[src/rtl/tcb_map.vh]
/*
  Register map, field positions and reset values of the three-channel
  timer block. Definitions only; included by the block's design file.
*/
`ifndef TCB_MAP_VH
`define TCB_MAP_VH

// ----------------------------------------------------------------------
// Global map
// ----------------------------------------------------------------------
`define TCB_CH0_BASE 8'h00
`define TCB_CH1_BASE 8'h40
`define TCB_CH2_BASE 8'h80
`define TCB_BLOCK_CTRL 8'hC0
`define TCB_BLOCK_MODE 8'hC4

// ----------------------------------------------------------------------
// Channel map, relative to the channel base
// ----------------------------------------------------------------------
`define TCB_CH_CMD 6'h00
`define TCB_CH_MODE 6'h04
`define TCB_CH_CV 6'h10
`define TCB_CH_RA 6'h14
`define TCB_CH_RB 6'h18
`define TCB_CH_RC 6'h1C
`define TCB_CH_STATUS 6'h20
`define TCB_CH_IRQ_EN 6'h24
`define TCB_CH_IRQ_DIS 6'h28
`define TCB_CH_IRQ_MASK 6'h2C

// ----------------------------------------------------------------------
// Fields and reset values
// ----------------------------------------------------------------------
`define TCB_BCR_SYNC 0
`define TCB_CCR_CLOCK_ENABLE_CMD 0
`define TCB_CCR_CLOCK_DISABLE_CMD 1
`define TCB_CCR_SOFTWARE_TRIGGER_CMD 2
`define TCB_CMR_CLOCK_INVERT 3
`define TCB_CMR_STOP_ON_B_LOAD 6
`define TCB_CMR_DISABLE_ON_B_LOAD 7
`define TCB_CMR_EXT_TRIGGER_SOURCE 10
`define TCB_CMR_COMPARE_C_TRIGGER 14
`define TCB_CMR_WAVE 15
`define TCB_CMR_RESET 32'h00000000
`define TCB_BMR_RESET 6'h00
`define TCB_ST_OVF 0
`define TCB_ST_LOVR 1
`define TCB_ST_CPC 4
`define TCB_ST_LDA 5
`define TCB_ST_LDB 6
`define TCB_ST_ETRG 7
`define TCB_ST_CLKSTA 16
`define TCB_EDGE_NONE 2'h0
`define TCB_EDGE_RISE 2'h1
`define TCB_EDGE_FALL 2'h2
`define TCB_EDGE_BOTH 2'h3
`define TCB_SRC_NONE 2'h1

`endif

[src/rtl/tcb_top.v]
/*
  Three-channel 16-bit timer/counter block in capture configuration:
  register file, block trigger, external clock line routing, per-channel
  clock control, triggers and capture loads.
  Assumes a single 250 MHz clock; all timer clocks, clock pins and channel
  lines are slow asynchronous levels sampled by this clock.
*/
`include "tcb_map.vh"
`timescale 1ns/1ps
`default_nettype none

module tcb_top (
  // Clock, reset and freeze
  input wire clock,
  input wire rst_b,
  input wire clk_en,
  // Register port
  input wire [7:0] addr,
  input wire [31:0] wdata,
  input wire wr,
  input wire rd,
  output reg [31:0] rdata,
  // Asynchronous timer inputs
  input wire [4:0] internal_clock,
  input wire [2:0] clock_pin,
  input wire [2:0] channel_line_a,
  input wire [2:0] channel_line_b,
  // Observed state
  output reg [2:0] external_clock_line,
  output reg [2:0] counter_running
);

  // --------------------------------------------------------------------
  // Input synchronisers
  // --------------------------------------------------------------------
  reg [13:0] meta_reg;
  reg [13:0] sync_reg;
  reg [2:0] line_a_prev_reg;
  reg [2:0] line_b_prev_reg;
  wire [4:0] int_clk_s = sync_reg[4:0];
  wire [2:0] pin_s = sync_reg[7:5];
  wire [2:0] line_a_s = sync_reg[10:8];
  wire [2:0] line_b_s = sync_reg[13:11];

  always @(posedge clock) begin
    if (!rst_b) begin
      meta_reg <= 14'h0000;
      sync_reg <= 14'h0000;
      line_a_prev_reg <= 3'h0;
      line_b_prev_reg <= 3'h0;
    end else if (clk_en) begin
      meta_reg <= {channel_line_b, channel_line_a, clock_pin, internal_clock};
      sync_reg <= meta_reg;
      line_a_prev_reg <= line_a_s;
      line_b_prev_reg <= line_b_s;
    end
  end

  // --------------------------------------------------------------------
  // Address decode and block registers
  // --------------------------------------------------------------------
  wire [1:0] ch_sel = addr[7:6];
  wire [5:0] ch_off = addr[5:0];
  wire sync_trig = wr && addr == `TCB_BLOCK_CTRL && wdata[`TCB_BCR_SYNC];
  reg [5:0] block_mode_reg;

  always @(posedge clock) begin
    if (!rst_b) begin
      block_mode_reg <= `TCB_BMR_RESET;
    end else if (clk_en && wr && addr == `TCB_BLOCK_MODE) begin
      block_mode_reg <= wdata[5:0];
    end
  end

  // In capture mode each channel line A is an input; it is what the
  // neighbouring channels see as that channel's output A.
  always @(posedge clock) begin
    if (!rst_b) begin
      external_clock_line <= 3'h0;
    end else if (clk_en) begin
      case (block_mode_reg[1:0])
        2'h0: external_clock_line[0] <= pin_s[0];
        2'h2: external_clock_line[0] <= line_a_s[1];
        2'h3: external_clock_line[0] <= line_a_s[2];
        default: external_clock_line[0] <= 1'b0;
      endcase
      case (block_mode_reg[3:2])
        2'h0: external_clock_line[1] <= pin_s[1];
        2'h2: external_clock_line[1] <= line_a_s[0];
        2'h3: external_clock_line[1] <= line_a_s[2];
        default: external_clock_line[1] <= 1'b0;
      endcase
      case (block_mode_reg[5:4])
        2'h0: external_clock_line[2] <= pin_s[2];
        2'h2: external_clock_line[2] <= line_a_s[0];
        2'h3: external_clock_line[2] <= line_a_s[1];
        default: external_clock_line[2] <= 1'b0;
      endcase
    end
  end

  // --------------------------------------------------------------------
  // Channels
  // --------------------------------------------------------------------
  wire [95:0] mode_w;
  wire [47:0] cv_w;
  wire [47:0] ra_w;
  wire [47:0] rb_w;
  wire [47:0] rc_w;
  wire [23:0] status_w;
  wire [23:0] mask_w;
  wire [2:0] running_w;

  genvar i;
  generate
    for (i = 0; i < 3; i = i + 1) begin : gen_ch
      wire hit = ch_sel == i;
      wire wr_hit = wr && hit;
      wire [5:0] off = ch_off;
      reg [31:0] mode_reg;
      reg [15:0] cv_reg;
      reg [15:0] ra_reg;
      reg [15:0] rb_reg;
      reg [15:0] rc_reg;
      reg [7:0] status_reg;
      reg [7:0] mask_reg;
      reg enabled_reg;
      reg stopped_reg;
      reg trig_pend_reg;
      reg a_done_reg;
      reg a_unread_reg;
      reg b_unread_reg;
      reg clk_prev_reg;
      reg clk_raw;
      reg [7:0] st_set;
      wire wave = mode_reg[`TCB_CMR_WAVE];
      wire [2:0] clk_sel = mode_reg[2:0];
      wire [1:0] burst = mode_reg[5:4];
      wire [1:0] etrg_edge = mode_reg[9:8];
      wire [1:0] lda_edge = mode_reg[17:16];
      wire [1:0] ldb_edge = mode_reg[19:18];
      wire gate = (burst == 2'h0) ? 1'b1 : external_clock_line[burst - 2'h1];
      wire clk_lvl = (clk_raw & gate) ^ mode_reg[`TCB_CMR_CLOCK_INVERT];
      wire active = clk_lvl && !clk_prev_reg;
      wire counting = enabled_reg && !stopped_reg;
      wire a_rise = line_a_s[i] && !line_a_prev_reg[i];
      wire a_fall = !line_a_s[i] && line_a_prev_reg[i];
      wire trg_src = mode_reg[`TCB_CMR_EXT_TRIGGER_SOURCE] ? line_a_s[i] : line_b_s[i];
      wire trg_prev = mode_reg[`TCB_CMR_EXT_TRIGGER_SOURCE] ? line_a_prev_reg[i] : line_b_prev_reg[i];
      wire ext_trig = !wave && ((etrg_edge[0] && trg_src && !trg_prev) ||
                                (etrg_edge[1] && !trg_src && trg_prev));
      wire a_edge = (lda_edge[0] && a_rise) || (lda_edge[1] && a_fall);
      wire b_edge = (ldb_edge[0] && a_rise) || (ldb_edge[1] && a_fall);
      wire load_a = !wave && a_edge && !a_done_reg;
      wire load_b = !wave && b_edge && a_done_reg && !load_a;
      wire cmp_hit = active && counting && cv_reg == rc_reg;
      wire cmd_wr = wr_hit && off == `TCB_CH_CMD;
      wire sw_trig = (cmd_wr && wdata[`TCB_CCR_SOFTWARE_TRIGGER_CMD]) || sync_trig;
      wire cmp_trig = cmp_hit && mode_reg[`TCB_CMR_COMPARE_C_TRIGGER];
      wire any_trig = sw_trig || ext_trig || cmp_trig;
      wire st_rd = rd && hit && off == `TCB_CH_STATUS;

      always @* begin
        case (clk_sel)
          3'h0: clk_raw = int_clk_s[0];
          3'h1: clk_raw = int_clk_s[1];
          3'h2: clk_raw = int_clk_s[2];
          3'h3: clk_raw = int_clk_s[3];
          3'h4: clk_raw = int_clk_s[4];
          3'h5: clk_raw = external_clock_line[0];
          3'h6: clk_raw = external_clock_line[1];
          3'h7: clk_raw = external_clock_line[2];
          default: clk_raw = 1'b0;
        endcase
      end

      always @* begin
        st_set = 8'h00;
        st_set[`TCB_ST_OVF] = active && counting && !trig_pend_reg && cv_reg == 16'hFFFF;
        st_set[`TCB_ST_LOVR] = (load_a && a_unread_reg) || (load_b && b_unread_reg);
        st_set[`TCB_ST_CPC] = cmp_hit;
        st_set[`TCB_ST_LDA] = load_a;
        st_set[`TCB_ST_LDB] = load_b;
        st_set[`TCB_ST_ETRG] = ext_trig;
      end

      always @(posedge clock) begin
        if (!rst_b) begin
          mode_reg <= `TCB_CMR_RESET;
          cv_reg <= 16'h0000;
          ra_reg <= 16'h0000;
          rb_reg <= 16'h0000;
          rc_reg <= 16'h0000;
          status_reg <= 8'h00;
          mask_reg <= 8'h00;
          enabled_reg <= 1'b0;
          stopped_reg <= 1'b0;
          trig_pend_reg <= 1'b0;
          a_done_reg <= 1'b0;
          a_unread_reg <= 1'b0;
          b_unread_reg <= 1'b0;
          clk_prev_reg <= 1'b0;
        end else if (clk_en) begin
          clk_prev_reg <= clk_lvl;
          if (wr_hit && off == `TCB_CH_MODE) begin
            mode_reg <= wdata;
          end
          if (wr_hit && off == `TCB_CH_RC) begin
            rc_reg <= wdata[15:0];
          end
          if (wr_hit && off == `TCB_CH_IRQ_EN) begin
            mask_reg <= mask_reg | wdata[7:0];
          end else if (wr_hit && off == `TCB_CH_IRQ_DIS) begin
            mask_reg <= mask_reg & ~wdata[7:0];
          end
          // Flags set in the same cycle as the clearing read survive it.
          status_reg <= (st_rd ? 8'h00 : status_reg) | st_set;
          // Clock control: disable wins over enable, B load disable over all.
          if ((cmd_wr && wdata[`TCB_CCR_CLOCK_DISABLE_CMD]) || (load_b && mode_reg[`TCB_CMR_DISABLE_ON_B_LOAD])) begin
            enabled_reg <= 1'b0;
          end else if (cmd_wr && wdata[`TCB_CCR_CLOCK_ENABLE_CMD]) begin
            enabled_reg <= 1'b1;
          end
          if (load_b && mode_reg[`TCB_CMR_STOP_ON_B_LOAD]) begin
            stopped_reg <= 1'b1;
          end else if (any_trig) begin
            stopped_reg <= 1'b0;
          end
          // A trigger only arms; the reset lands on the next counter clock
          // edge, so the value can read nonzero just after a trigger.
          if (any_trig) begin
            trig_pend_reg <= 1'b1;
          end else if (active) begin
            trig_pend_reg <= 1'b0;
          end
          if (active && trig_pend_reg) begin
            cv_reg <= 16'h0000;
          end else if (active && counting) begin
            cv_reg <= cv_reg + 16'h0001;
          end
          if (any_trig) begin
            a_done_reg <= 1'b0;
          end else if (load_a) begin
            a_done_reg <= 1'b1;
          end else if (load_b) begin
            a_done_reg <= 1'b0;
          end
          if (load_a) begin
            ra_reg <= cv_reg;
            a_unread_reg <= 1'b1;
          end else if (wave && wr_hit && off == `TCB_CH_RA) begin
            ra_reg <= wdata[15:0];
          end else if (rd && hit && off == `TCB_CH_RA) begin
            a_unread_reg <= 1'b0;
          end
          if (load_b) begin
            rb_reg <= cv_reg;
            b_unread_reg <= 1'b1;
          end else if (wave && wr_hit && off == `TCB_CH_RB) begin
            rb_reg <= wdata[15:0];
          end else if (rd && hit && off == `TCB_CH_RB) begin
            b_unread_reg <= 1'b0;
          end
        end
      end

      assign mode_w[32 * i +: 32] = mode_reg;
      assign cv_w[16 * i +: 16] = cv_reg;
      assign ra_w[16 * i +: 16] = ra_reg;
      assign rb_w[16 * i +: 16] = rb_reg;
      assign rc_w[16 * i +: 16] = rc_reg;
      assign status_w[8 * i +: 8] = status_reg;
      assign mask_w[8 * i +: 8] = mask_reg;
      assign running_w[i] = counting;
    end
  endgenerate

  // --------------------------------------------------------------------
  // Read data, one cycle after the strobe; unmapped reads return zero
  // --------------------------------------------------------------------
  reg [31:0] rd_next;
  reg [1:0] ci;

  always @* begin
    rd_next = 32'h00000000;
    ci = ch_sel;
    if (addr == `TCB_BLOCK_MODE) begin
      rd_next = {26'h0000000, block_mode_reg};
    end else if (ch_sel != 2'h3) begin
      case (ch_off)
        `TCB_CH_MODE: rd_next = mode_w[32 * ci +: 32];
        `TCB_CH_CV: rd_next = {16'h0000, cv_w[16 * ci +: 16]};
        `TCB_CH_RA: rd_next = {16'h0000, ra_w[16 * ci +: 16]};
        `TCB_CH_RB: rd_next = {16'h0000, rb_w[16 * ci +: 16]};
        `TCB_CH_RC: rd_next = {16'h0000, rc_w[16 * ci +: 16]};
        `TCB_CH_STATUS: begin
          rd_next[7:0] = status_w[8 * ci +: 8];
          rd_next[`TCB_ST_CLKSTA] = running_w[ci];
        end
        `TCB_CH_IRQ_MASK: rd_next = {24'h000000, mask_w[8 * ci +: 8]};
        default: rd_next = 32'h00000000;
      endcase
    end
  end

  always @(posedge clock) begin
    if (!rst_b) begin
      rdata <= 32'h00000000;
      counter_running <= 3'h0;
    end else if (clk_en) begin
      rdata <= rd ? rd_next : 32'h00000000;
      counter_running <= running_w;
    end
  end

endmodule

`default_nettype wire

[config.mk]
export PLATFORM = sky130hd
export DESIGN_NAME = tcb_top
export DESIGN_NICKNAME = d
export VERILOG_FILES = /design/src/rtl/tcb_top.v
export VERILOG_INCLUDE_DIRS = /design/src /design/src/rtl
export SDC_FILE = /design/constraint.sdc
export NUM_CORES = 1
export LEC_CHECK = 0
export CORE_ASPECT_RATIO = 0.8
export CORE_UTILIZATION = 35
export DETAILED_ROUTE_END_ITERATION = 8
export DONT_BUFFER_PORTS = 1
export GPL_ROUTABILITY_DRIVEN = 0
export PLACE_DENSITY = 0.6
export SETUP_SLACK_MARGIN = 0.2
export SYNTH_ARGS = -nofsm -noshare
export SYNTH_HDL_FRONTEND = slang
export SYNTH_SLANG_ARGS = --single-unit
[constraint.sdc]
create_clock -name clock -period 3.2 [get_ports clock]
set_input_delay 0.64 -clock clock [delete_from_list [all_inputs] [get_ports clock]]
set_output_delay 0.64 -clock clock [all_outputs]
set_load 0.01 [all_outputs]
==> summary.md <==
| Metric | Value |
|---|---|
| Worst Setup Start Kind | `flop` |
| Die area | `slightly above 60000 um^2` |
| Final Cycle Share | `roughly nine tenths` |
| Min-delay src | `wdata[1]` |
| Outcome | `complete, no violations` |
| Launch instance of the worst register-to-register path | `sync_reg[1]` |
| Critical path, cell by cell | `mux2i_1, mux4_2, a21oi_4, xnor2_1, o41ai_1, o21a_1` |
| Leakage | `8.31 nW` |
| Arrival time worst endpoint | `approximately 3.4 ns` |
| Overall die height | `between 200 and 250 um` |
| Critical Path Fanout Max | `5` |
| Site Rows | `80` |
| Post-Place Setup Slack | `~0.14 ns` |
| Wire length of the first global-routing pass | `roughly 120 mm` |
| Vias per cell | `between 6 and 7` |
| Mean instance size in the synthesized netlist | `around 8.2 um^2` |
| IO Count | `between 90 and 100` |
| Crit. End Element | `flop` |
| Number of antenna violations at the first check in global routing | `1` |
| Area after detailed placement | `around 22000 um^2` |
| Share of cell area taken by muxes after synthesis | `between 10% and 20%` |
| Area overhead of the layout relative to synthesis | `11.6%` |
| Clk Tree Root Cell | `clkbuf_16` |
| CTS Hold Bufs | `0` |
| Total global-route track usage | `between 20% and 30%` |
| Detailed Route Iter0 Violations | `between 2000 and 3000` |
| Clock tree skew after final layout | `between 0.02 and 0.025 ns` |
| Internal portion of total power | `between 8 and 9 mW` |
| Drt pass-1 iters | `6` |
| Vias in the first global route | `around 18000` |
| Synthesized area | `21300 um^2` |
| Number of flops mapped to enable cells by yosys | `0` |
| Post-Layout Inst Area | `23700 um^2` |
| Wire length after detailed routing | `just over 80 mm` |
| Yosys top cell area share | `about two fifths` |
| DR vias | `about 20000` |
| Register bit count reported by yosys | `429` |
| Compound-Gate Fraction of Synth Area | `between 20% and 30%` |
| Clock transition at the registers of the reported paths | `about 0.06 ns` |
| Net count, final | `2560` |
| Dominant synthesized flop cell | `dfxtp_1` |
| Clock buffers created by TritonCTS | `45` |
| Core utilization of the finished layout | `39.7%` |
| CTS tree | `yes` |
| Total number of H-tree levels | `2` |
| Number of flip-flops under the largest register name | `96` |
| Top area cells in the synthesized netlist | `dfxtp_1 (40%), mux2i_1 (12%), nand2_1 (6.7%)` |
| Filler cells | `a little under 6000` |
| Sw Share | `a little under a quarter` |
| Transition time of the tightest slew-check pin | `between 0.9 and 1 ns` |
| Req. time, crit path | `approximately 3.7 ns` |
| Combinational share of power | `approximately 3.5%` |
| Number of violations of the max-capacitance limit | `0` |
| Die width | `278 um` |
| Proportion of synthesized chip area in sequential cells | `between 40% and 50%` |
| Syn nets | `about 2700` |
| Share of total power in sequential cells | `between 40 and 50%` |
| Antenna diodes | `0` |
| Number of instances in the synthesized netlist | `approximately 2600` |
| Slowest stage cell, crit path | `o41ai_1` |
| PD cells | `between 400 and 500 nW/um^2` |
| Share of synthesized cell area in and, or, nand and nor gates | `17.7%` |
| Congestion Overflow GR | `0` |
| CP delay by family, top | `compound AO/OA/AOI/OAI gates` |
| Post-cts sizing count | `0` |
| Buffers and inverters on the worst path | `0` |
| Largest voltage drop on the vdd net | `~0.33 mV` |
| Final number of setup-violating endpoints | `0` |
| Post-CTS setup repair buffer count | `0` |
| Largest stage delay on the critical path | `slightly below 0.7 ns` |
| Clk network pwr share | `about half` |
| Total core area | `59900 um^2` |
| Count of warnings emitted by yosys | `0` |
| Routed wire length per instance | `24.5 um` |
| Input/output buffers | `0` |
| Switching pwr | `about 2.6 mW` |
| Most common cell after layout, fill and taps aside | `dfxtp_1` |
| Max-slew headroom at the worst pin | `approximately 36%` |
| Async SR Flop Fraction | `0%` |
| Total count of hold-check failures in the final report | `0` |
| Type of the most critical hold path | `in2reg` |
| Worst Setup SP | `sync_reg[1]` |
| Final TNS setup | `0 ns` |
| Xor and xnor area share after synthesis | `2.76%` |
| Main combinational cell family by area after synthesis | `compound AO/OA/AOI/OAI gates` |
| DP HPWL | `55.7 mm` |
| Largest area contributor in the netlist | `dfxtp_1` |
| Share of final-layout standard cells stronger than drive strength 1 | `under 10%` |
| Clock insertion delay at the later pin of the skew report | `approximately 0.60 ns` |
| Unrepaired setup endpoints after global routing | `false` |
| Maximum achievable frequency | `353 MHz` |
| Post-synthesis share of cell area spent on full adders, half adders and majority gates | `less than 1%` |
| DRC violations left | `0` |
| Initial standard-cell utilization of the core | `approximately 36%` |
| Kind of critical path | `reg2reg` |
| Maximum number of pins on one net before global-route repair | `123` |
| Netlist cell types | `71` |
| Antenna-violating nets left | `0` |
| Clock sink count | `429` |
| Clock period minus worst slack | `roughly 2.8 ns` |
| Number of slew-limit violations in the final report | `0` |
| Max clock buf depth | `3` |
| Final setup slack of the worst path | `~0.37 ns` |
| Most used cells in the layout excluding fill and tap cells | `dfxtp_1 (429), nand2_1 (382), nor2_1 (297), mux2i_1 (265), a21oi_1 (241)` |
| Setup slack of the most critical reg-to-reg path | `~0.37 ns` |
final timing paths:
path | cells past startpoint | endpoint
setup / recovery | 6 | gen_ch[1].trig_pend_reg
hold / removal | 1 | flop
setup reg to reg | 6 | gen_ch[1].trig_pend_reg
hold reg to reg | 2 | gen_ch[0].mode_reg[28]
Yosys cell counts (22+ instances only):
cell type	count
a211oi_1	139
a21oi_1	243
a22oi_1	26
buf_1	30
buf_2	23
clkbuf_1	178
dfxtp_1	429
inv_1	28
mux2i_1	265
nand2_1	382
nand3_1	28
nor2_1	300
nor3_1	22
nor4_1	24
o211ai_1	22
o21ai_0	78
xor2_1	52
area by class of cell:
type | count | area, um^2 | area share, %
Clock buffer | 70 | 1390 | 5.87
Timing Repair Buffer | 93 | 773 | 3.26
Multi-Input combinational cell | 1896 | 11800 | 49.5
Inverter | 30 | 120 | 0.506
Sequential cell | 429 | 8590 | 36.2
Clock inverter | 10 | 133 | 0.559
Tap cell | 779 | 975 | 4.11
cell families after synthesis:
group | Yosys count
and+or+nand+nor | 872
AOI/OAI and AO/OA | 667
DFF | 429
muxes | 284
buffers and inverters | 263
xor gates and xnor gates | 67
adders and majority gates | 6
stage by stage:
stage               power [mW]  std cells  hold slack [ns]
global route              11.6       3307            0.150
finish                    11.3       3307            0.143
CTS                       11.4       3307            0.130
floorplan                 5.89       2588            0.432
global placement          5.89       3227            0.441
detailed placement        5.90       3227            0.446
worst register-to-register path, stage by stage, from the launching register on:
cell,delay (ns)
dfxtp_1,0.56
mux2i_1,0.13
mux4_2,0.51
a21oi_4,0.43
xnor2_1,0.26
o41ai_1,0.69
o21a_1,0.21
power groups by stage:
stage	logic (mW)	clock network [mW]	registers, mW
after global routing	0.424	5.77	5.39
after global placement	0.382	0	5.51
after CTS	0.391	5.58	5.39
after detailed placement	0.389	0	5.51
final	0.401	5.52	5.39
after floorplan	0.392	0	5.50
per-layer routing:
| metal | GRT usage [%] | part of all wire [%] |
|---|---|---|
| met4 | 8.48 | 3.3 |
| met5 | 0 | 0 |
| met3 | 6.82 | 13 |
| met1 | 36.5 | 43 |
| met2 | 36.2 | 41 |
(Power assumes the default switching activity.)
